$ cat config.mk
export PLATFORM = sky130hd
export DESIGN_NAME = saf_alert_two
export DESIGN_NICKNAME = d
export VERILOG_FILES = /design/src/core/saf_pkg.sv /design/src/core/saf_alert_two.sv
export VERILOG_INCLUDE_DIRS = /design/src /design/src/core
export SDC_FILE = /design/constraint.sdc
export NUM_CORES = 1
export LEC_CHECK = 0
export CAP_MARGIN = 20
export CORE_MARGIN = 2
export CORE_UTILIZATION = 59
export CTS_CLUSTER_SIZE = 40
export DETAILED_ROUTE_END_ITERATION = 6
export DONT_BUFFER_PORTS = 1
export PLACE_DENSITY = 0.86
export SLEW_MARGIN = 20
export SYNTH_ARGS = -nofsm -noshare
export SYNTH_HDL_FRONTEND = slang
export SYNTH_SLANG_ARGS = --single-unit
$ cat constraint.sdc
create_clock -name clock -period 3.65 [get_ports clock]
set_input_delay 0.73 -clock clock [delete_from_list [all_inputs] [get_ports clock]]
set_output_delay 0.73 -clock clock [all_outputs]
set_load 0.005 [all_outputs]
$ cat src/core/saf_params.svh
// offsets, field positions, reset values and timing counts for the second alert register
`ifndef SAF_PARAMS_SVH
`define SAF_PARAMS_SVH

`define SAF_ALERT_TWO_ADDR 8'h1F
`define SAF_ALERT_TWO_RESET 8'h00
`define SAF_BIT_OTP_REC 7
`define SAF_BIT_LEVEL 6
`define SAF_BIT_TM1 5
`define SAF_BIT_WDT 4
`define SAF_BIT_GAP 3
`define SAF_CFG_OFF 3'h0
`define SAF_CLK_HZ 40000000
// base unit of timer one and watchdog, in microseconds per config step
`define SAF_TM1_UNIT_US 1000
`define SAF_WDT_UNIT_US 1000
// current-gap delays per 0x28[3:2] code, in microseconds
`define SAF_GAP_DLY0_US 1
`define SAF_GAP_DLY1_US 10
`define SAF_GAP_DLY2_US 100
`define SAF_GAP_DLY3_US 1000
`define SAF_US_TO_CYC(us) (((us) * (`SAF_CLK_HZ / 1000000)) < 1 ? 1 : ((us) * (`SAF_CLK_HZ / 1000000)))

`endif

$ cat src/core/saf_pkg.sv
// types of the second alert flag logic
package saf_pkg;

	// output phase tracked for the level flag
	typedef enum logic [1:0] {
		SAF_PH_OFF = 2'b00,
		SAF_PH_RAMP = 2'b01,
		SAF_PH_NORMAL = 2'b10,
		SAF_PH_TRANS = 2'b11
	} saf_phase_t;

	// analog and register inputs that feed the flags
	typedef struct packed {
		logic otp_fault;
		logic otp_recovered;
		logic output_enable;
		logic out_below_85;
		logic out_at_90;
		logic out_at_ovp;
		logic transition_active;
		logic transition_reached;
		logic adc_enable;
		logic [2:0] timer_one_cfg;
		logic [2:0] watchdog_cfg;
		logic watchdog_kick;
		logic [1:0] gap_delay_sel;
		logic [7:0] current_gap_threshold;
		logic [10:0] input_current_reading;
		logic [10:0] output_current_reading;
	} saf_inputs_t;

	// host write into the alert register
	typedef struct packed {
		logic wr_en;
		logic [7:0] addr;
		logic [7:0] wdata;
	} saf_write_t;

	// whole state of the block
	typedef struct packed {
		logic [7:0] flags;
		saf_phase_t phase;
		logic otp_pending;
		logic en_prev;
		logic reached_prev;
		logic [23:0] tm1_cnt;
		logic tm1_done;
		logic [23:0] wdt_cnt;
		logic wdt_done;
		logic [23:0] gap_cnt;
		logic alert_n;
		logic regs_default;
	} saf_state_t;

endpackage

$ cat src/core/saf_alert_two.sv
// second alert register: sticky flags, timers, watchdog and alert pin
//
// Function
// - bit 7 sets on over-temperature recovery
// - bit 7 clears by writing one or on watchdog timeout
// - level flag stays zero in good states
// - level flag sets on ramp, fault, transition
// - level flag clears by writing one or on watchdog timeout
// - timer one runs while config nonzero
// - watchdog counts while config nonzero, alert low
// - watchdog timeout sets flag, resets registers
// - watchdog flag clears by writing one
// - gap flag only while ADC enabled
// - gap flag after current excess persists
// - gap flag clears by writing one, once fault gone
`include "saf_params.svh"

module saf_alert_two #(
	parameter int TM1_UNIT_CYC = `SAF_US_TO_CYC(`SAF_TM1_UNIT_US),
	parameter int WDT_UNIT_CYC = `SAF_US_TO_CYC(`SAF_WDT_UNIT_US),
	parameter int GAP_DLY3_CYC = `SAF_US_TO_CYC(`SAF_GAP_DLY3_US)
) (
	input wire logic clock,
	input wire logic rst,
	input saf_pkg::saf_write_t host_write,
	input saf_pkg::saf_inputs_t sense,
	output logic [7:0] alert_status_two,
	output logic alert_n,
	output logic regs_default_pulse
);
	import saf_pkg::*;

	localparam logic [23:0] GAP_DLY0 = 24'(`SAF_US_TO_CYC(`SAF_GAP_DLY0_US));
	localparam logic [23:0] GAP_DLY1 = 24'(`SAF_US_TO_CYC(`SAF_GAP_DLY1_US));
	localparam logic [23:0] GAP_DLY2 = 24'(`SAF_US_TO_CYC(`SAF_GAP_DLY2_US));
	localparam logic [23:0] GAP_DLY3 = 24'(GAP_DLY3_CYC);

	saf_state_t state_reg;
	saf_state_t state_next;

	logic [7:0] clr_mask;
	logic [7:0] clr_ok;
	logic [8:0] gap_diff;
	logic gap_cond;
	logic [23:0] gap_limit;
	logic [23:0] tm1_limit;
	logic [23:0] wdt_limit;
	logic [7:0] set_mask;
	logic wdt_fire;

	// write-one-to-clear mask, only for a write to this register
	always_comb begin
		if (host_write.wr_en && host_write.addr == `SAF_ALERT_TWO_ADDR) begin
			clr_mask = host_write.wdata;
		end else begin
			clr_mask = 8'h00;
		end
	end

	// current gap compare; a negative gap never trips
	always_comb begin
		gap_diff = {1'b0, sense.input_current_reading[10:3]} - {1'b0, sense.output_current_reading[10:3]};
		gap_cond = sense.adc_enable && !gap_diff[8] && (gap_diff[7:0] > sense.current_gap_threshold);
		case (sense.gap_delay_sel)
			2'h0: gap_limit = GAP_DLY0;
			2'h1: gap_limit = GAP_DLY1;
			2'h2: gap_limit = GAP_DLY2;
			default: gap_limit = GAP_DLY3;
		endcase
		tm1_limit = 24'(TM1_UNIT_CYC * int'(sense.timer_one_cfg));
		wdt_limit = 24'(WDT_UNIT_CYC * int'(sense.watchdog_cfg));
	end

	// next state of flags, counters, phase and pin
	always_comb begin
		state_next = state_reg;
		set_mask = 8'h00;
		wdt_fire = 1'b0;
		// local copy so the decode process stays the only driver of clr_mask
		clr_ok = clr_mask;
		state_next.en_prev = sense.output_enable;
		state_next.reached_prev = sense.transition_reached;
		state_next.regs_default = 1'b0;

		// over-temperature: pending until recovery is seen
		if (sense.otp_fault) begin
			state_next.otp_pending = 1'b1;
		end else if (state_reg.otp_pending && sense.otp_recovered) begin
			state_next.otp_pending = 1'b0;
			set_mask[`SAF_BIT_OTP_REC] = 1'b1;
		end

		// output level phase tracking
		case (state_reg.phase)
			SAF_PH_OFF: begin
				if (sense.output_enable && !state_reg.en_prev) begin
					state_next.phase = SAF_PH_RAMP;
				end
			end
			SAF_PH_RAMP: begin
				if (!sense.output_enable) begin
					state_next.phase = SAF_PH_OFF;
				end else if (sense.out_at_90) begin
					set_mask[`SAF_BIT_LEVEL] = 1'b1;
					state_next.phase = SAF_PH_NORMAL;
				end
			end
			SAF_PH_NORMAL: begin
				if (!sense.output_enable) begin
					state_next.phase = SAF_PH_OFF;
				end else if (sense.transition_active) begin
					state_next.phase = SAF_PH_TRANS;
				end else if (sense.out_below_85 || sense.out_at_ovp) begin
					set_mask[`SAF_BIT_LEVEL] = 1'b1;
				end
			end
			SAF_PH_TRANS: begin
				// no flag while the target is not yet reached
				if (!sense.output_enable) begin
					state_next.phase = SAF_PH_OFF;
				end else if (sense.transition_reached && !state_reg.reached_prev) begin
					set_mask[`SAF_BIT_LEVEL] = 1'b1;
					state_next.phase = SAF_PH_NORMAL;
				end
			end
			default: begin
				state_next.phase = SAF_PH_OFF;
			end
		endcase

		// timer one: counts while configured, stops once done
		if (sense.timer_one_cfg == `SAF_CFG_OFF) begin
			state_next.tm1_cnt = 24'h000000;
			state_next.tm1_done = 1'b0;
		end else if (!state_reg.tm1_done) begin
			if (state_reg.tm1_cnt + 24'h000001 >= tm1_limit) begin
				state_next.tm1_done = 1'b1;
				set_mask[`SAF_BIT_TM1] = 1'b1;
			end else begin
				state_next.tm1_cnt = state_reg.tm1_cnt + 24'h000001;
			end
		end

		// watchdog: a kick restarts the count and releases a finished one
		if (sense.watchdog_cfg == `SAF_CFG_OFF || sense.watchdog_kick) begin
			state_next.wdt_cnt = 24'h000000;
			state_next.wdt_done = 1'b0;
		end else if (!state_reg.wdt_done) begin
			if (state_reg.wdt_cnt + 24'h000001 >= wdt_limit) begin
				state_next.wdt_done = 1'b1;
				wdt_fire = 1'b1;
				set_mask[`SAF_BIT_WDT] = 1'b1;
			end else begin
				state_next.wdt_cnt = state_reg.wdt_cnt + 24'h000001;
			end
		end

		// current gap must persist for the selected delay
		if (!gap_cond) begin
			state_next.gap_cnt = 24'h000000;
		end else if (state_reg.gap_cnt + 24'h000001 >= gap_limit) begin
			set_mask[`SAF_BIT_GAP] = 1'b1;
		end else begin
			state_next.gap_cnt = state_reg.gap_cnt + 24'h000001;
		end

		// clears are honoured only once the cause is over; sets win over clears
		if (!state_reg.tm1_done && sense.timer_one_cfg != `SAF_CFG_OFF) begin
			clr_ok[`SAF_BIT_TM1] = 1'b0;
		end
		if (!state_reg.wdt_done && sense.watchdog_cfg != `SAF_CFG_OFF) begin
			clr_ok[`SAF_BIT_WDT] = 1'b0;
		end
		if (gap_cond) begin
			clr_ok[`SAF_BIT_GAP] = 1'b0;
		end
		clr_ok[2:0] = 3'h0;
		state_next.flags = (state_reg.flags & ~clr_ok) | set_mask;

		// watchdog timeout returns every bit but its own to default
		if (wdt_fire) begin
			state_next.flags = (`SAF_ALERT_TWO_RESET & ~(8'h01 << `SAF_BIT_WDT)) | (8'h01 << `SAF_BIT_WDT);
			state_next.regs_default = 1'b1;
			state_next.phase = SAF_PH_OFF;
			state_next.otp_pending = 1'b0;
			state_next.tm1_cnt = 24'h000000;
			state_next.tm1_done = 1'b0;
			state_next.gap_cnt = 24'h000000;
		end

		// pin low on any set fault flag, unrecovered over-temperature or a running watchdog
		state_next.alert_n = !(state_next.otp_pending
			|| state_next.flags[`SAF_BIT_LEVEL]
			|| state_next.flags[`SAF_BIT_TM1]
			|| state_next.flags[`SAF_BIT_WDT]
			|| state_next.flags[`SAF_BIT_GAP]
			|| (sense.watchdog_cfg != `SAF_CFG_OFF));
	end

	// single state register
	always_ff @(posedge clock or posedge rst) begin
		if (rst) begin
			state_reg <= '0;
			state_reg.flags <= `SAF_ALERT_TWO_RESET;
			state_reg.phase <= SAF_PH_OFF;
			state_reg.alert_n <= 1'b1;
		end else begin
			state_reg <= state_next;
		end
	end

	// outputs straight from the state register
	assign alert_status_two = state_reg.flags;
	assign alert_n = state_reg.alert_n;
	assign regs_default_pulse = state_reg.regs_default;

endmodule

==> flow_summary.yaml <==
pwr:
  p_leak_nw: 3.60
  netSwitchingPower_w: 0.000701
  p_int_w: 0.00183
  power.total_w: 0.00253
  pwr_density_cell_nw_per_um2: 311
  p_seq_frac: 0.411
  peakVddDrop_mv: 0.231
  combPwrFrac: 0.188
  power_frac_clock: 0.401
  p_sw_frac: 0.277
layout:
  largest_register_ffs: 79
  n_antenna_cell: 0
  final_cells: 936
  area_delta_synth_final_pct: 19.3
  drive_gt1_frac: 0.221
  nets: 934
routing:
  antenna_left: 0
  drc: 0
  wl_met1_mm: 6.83
  num_vias: 5882
  drtIter0Drc: 397
  wl_met3_um: 973
  wl_per_cell_um: 18.8
  first_pass_iters: 7
  wl_met2_mm: 9.13
  routed.top_layer: "met4"
  via_per_inst: 6.28
  wl_mm: 17.6
logic_synthesis:
  ys.flop_type: "dfrtp_1"
  synth_edf_count: 0
  ys_types: 70
  synth_top_area_cell: "dfrtp_1"
  synth_top_family_by_area: "simple AND/OR/NAND/NOR gates"
  synth-simple-area-share: 0.243
  synth_area_leaders: "dfrtp_1 31%, ha_1 13%, xnor2_1 9.0%, nor2_1 3.2%, inv_1 3.1%"
  ys_warn_count: 0
  synthCells: 751
  synth_seq_area_share: 0.315
  synth_compound_area_frac: 0.117
  synth_area_um2: 6840
  synth.most_common_cell: "dfrtp_1"
  synthAdderAreaFrac: 0.152
  synth-seq-cells: 86
  synth-async-reset-ratio: 1.00
  synth.avg_cell_area_um2: 9.10
  synth_xor_area_frac: 0.105
  yosys.area.top_type_share: 0.311
  synth_common_cells: "85 x dfrtp_1, 72 x ha_1, 70 x xnor2_1, 59 x nor2_1, 57 x inv_1"
  synth_mux_area_frac: 0.0106
placement:
  port-buffer-count: 0
  dp.cells: 910
  dp_hpwl_mm: 12.6
  place_congestion: 0.924
cts:
  clkLatencyLatePin_ns: 0.35
  holdBufCountCts: 0
  clock_sinks: 86
  clk_pin_slew_ns: 0.06
  cts_root_buffer: "clkbuf_16"
  cts_tree: "yes"
  htreeDepth: 3
  cts_buffers: 9
  cts_buffer_depth: 2
sta:
  fmax_mhz: 260
  relSlewSlack: 0.282
  setup_slack_ns: -0.192
  rsz0062_at_grt: "yes"
  final_max_slew_viol_count: 0
  skew_ns: 0.00753
  hold_violations: 0
  final-setup-viol-count: 31
  min_period_over_period: 1.05
  max_slew.worst_pin.slew_ns: 1.08
  final_period_minus_worst_setup_slack_ns: 3.84
global_route:
  first_global_vias: 5976
  grt_overflow: 0
  grt_usage: 0.272
  grt_pass1_wl_mm: 27.5
  antenna_found_initial: 0
  grt_max_degree: 63
critical_path:
  cp.arrival_ns: 4.08
  reg2reg_depth: 15
  endpoint_kind: "flop"
  crit_fanout: 14
  critical_path_class: "input port to flop"
  cp.required_ns: 3.89
  worst_setup_path_start_kind: "input port"
die:
  ios: 77
  core_area_um2: 11400
  die_w_um: 112
  start_util: 0.601
  dieArea_um2: 12500
  fp.dieH_um: 112
  rows: 39
run:
  cap_violations: 0
outcome:
  violations: "negative setup slack"
  outcome: "complete, but fails checks"
hold_path:
  hp-class: "input port to asynchronous set/reset pin"
-- cells in the final DEF (no fill, tap or decap), types with 11 or more instances in the layout --
cell type	instances
inv_1	52
nor2_4	19
ha_1	67
nor2_1	42
nand2_1	46
and3_1	11
dfrtp_1	83
a21oi_1	27
o21ai_0	14
nand4_1	30
xnor2_1	68
nand3_1	30
nor3_1	12
xor2_1	12
and2_1	18
a22o_1	15
buf_4	39
-- power groups by stage --
stage | sequential, W | combinational [W] | clock (W)
3_3_place_gp | 0.00105 | 0.000400 | 0
3_5_place_dp | 0.00105 | 0.000429 | 0
5_1_grt | 0.00105 | 0.000533 | 0.00107
2_1_floorplan | 0.00105 | 0.000319 | 0
4_1_cts | 0.00104 | 0.000438 | 0.00102
6_report | 0.00104 | 0.000475 | 0.00102
-- through the flow --
| step | hold WS (ns) | worst slack [ns] | setup TNS, ns | cell area [um^2] | utilization |
|---|---|---|---|---|---|
| after floorplan | 0.468 | -0.502 | -11.54 | 7040 | - |
| after global placement | 0.485 | -0.545 | -22.79 | 7360 | 0.648 |
| after detailed placement | 0.504 | -0.684 | -34.88 | 7360 | 0.648 |
| after CTS | 0.396 | -0.177 | -3.19 | 7760 | 0.682 |
| after global routing | 0.393 | -0.325 | -12.17 | 8160 | 0.717 |
| final | 0.399 | -0.192 | -3.76 | 8160 | 0.717 |
-- metal layers --
layer / vias up / GRT usage
li1: 2724 / -
met1: 2854 / 0.320
met4: 0 / 0.127
met3: 68 / 0.0517
met5: - / 0
met2: 236 / 0.480
-- cell type report --
| cell class | count | area (um^2) |
|---|---|---|
| clock buffers | 11 | 243 |
| clock inverters | 5 | 82.6 |
| fillers | 765 | 3210 |
| inverters | 57 | 228 |
| multi-input cells | 583 | 4770 |
| flip-flops and latches | 86 | 2160 |
| well taps | 143 | 179 |
| repair buffers | 51 | 493 |
-- worst max-delay path, cell delays in order --
cell and delay (ns):
inv_8 0.01, fa_1 0.53, inv_1 0.04, ha_2 0.18, fa_2 0.37, xnor2_2 0.21, ha_4 0.24, a21oi_2 0.14
nand2_1 0.08, a211oi_2 0.24, o22ai_2 0.12, or4b_4 0.56, nor2_4 0.16, nor3_4 0.07, buf_6 0.17, a22o_1 0.23
-- cells by family after synthesis --
group                      count (synthesis)
xor gates and xnor gates                  82
AOI/OAI and AO/OA                        117
adders and majority gates                 79
other                                      1
buffers and inverters                     85
DFF                                       86
and+or+nand+nor                          294
muxes                                      7
-- worst paths after layout --
kind | start | endpoint | slack (ns)
min in group clock | sense[40] | state_reg[76] | 0.40
hold reg to reg | state_reg[74] | state_reg[74] | 0.52
max in group asynchronous | rst | state_reg[59] | 2.55
setup reg to reg | state_reg[55] | state_reg[67] | -0.02
setup / recovery | sense[36] | state_reg[67] | -0.19
hold / removal | rst | state_reg[76] | 0.40
-- timing repair --
action / 4_1_cts / 5_1_grt
endpoints found under the setup margin: 65 / 76
pin swaps: 15 / 39
gates cloned: 0 / 2
gates resized for setup: 9 / 83
buffers inserted: 4 / 4
(Power assumes the default switching activity.)
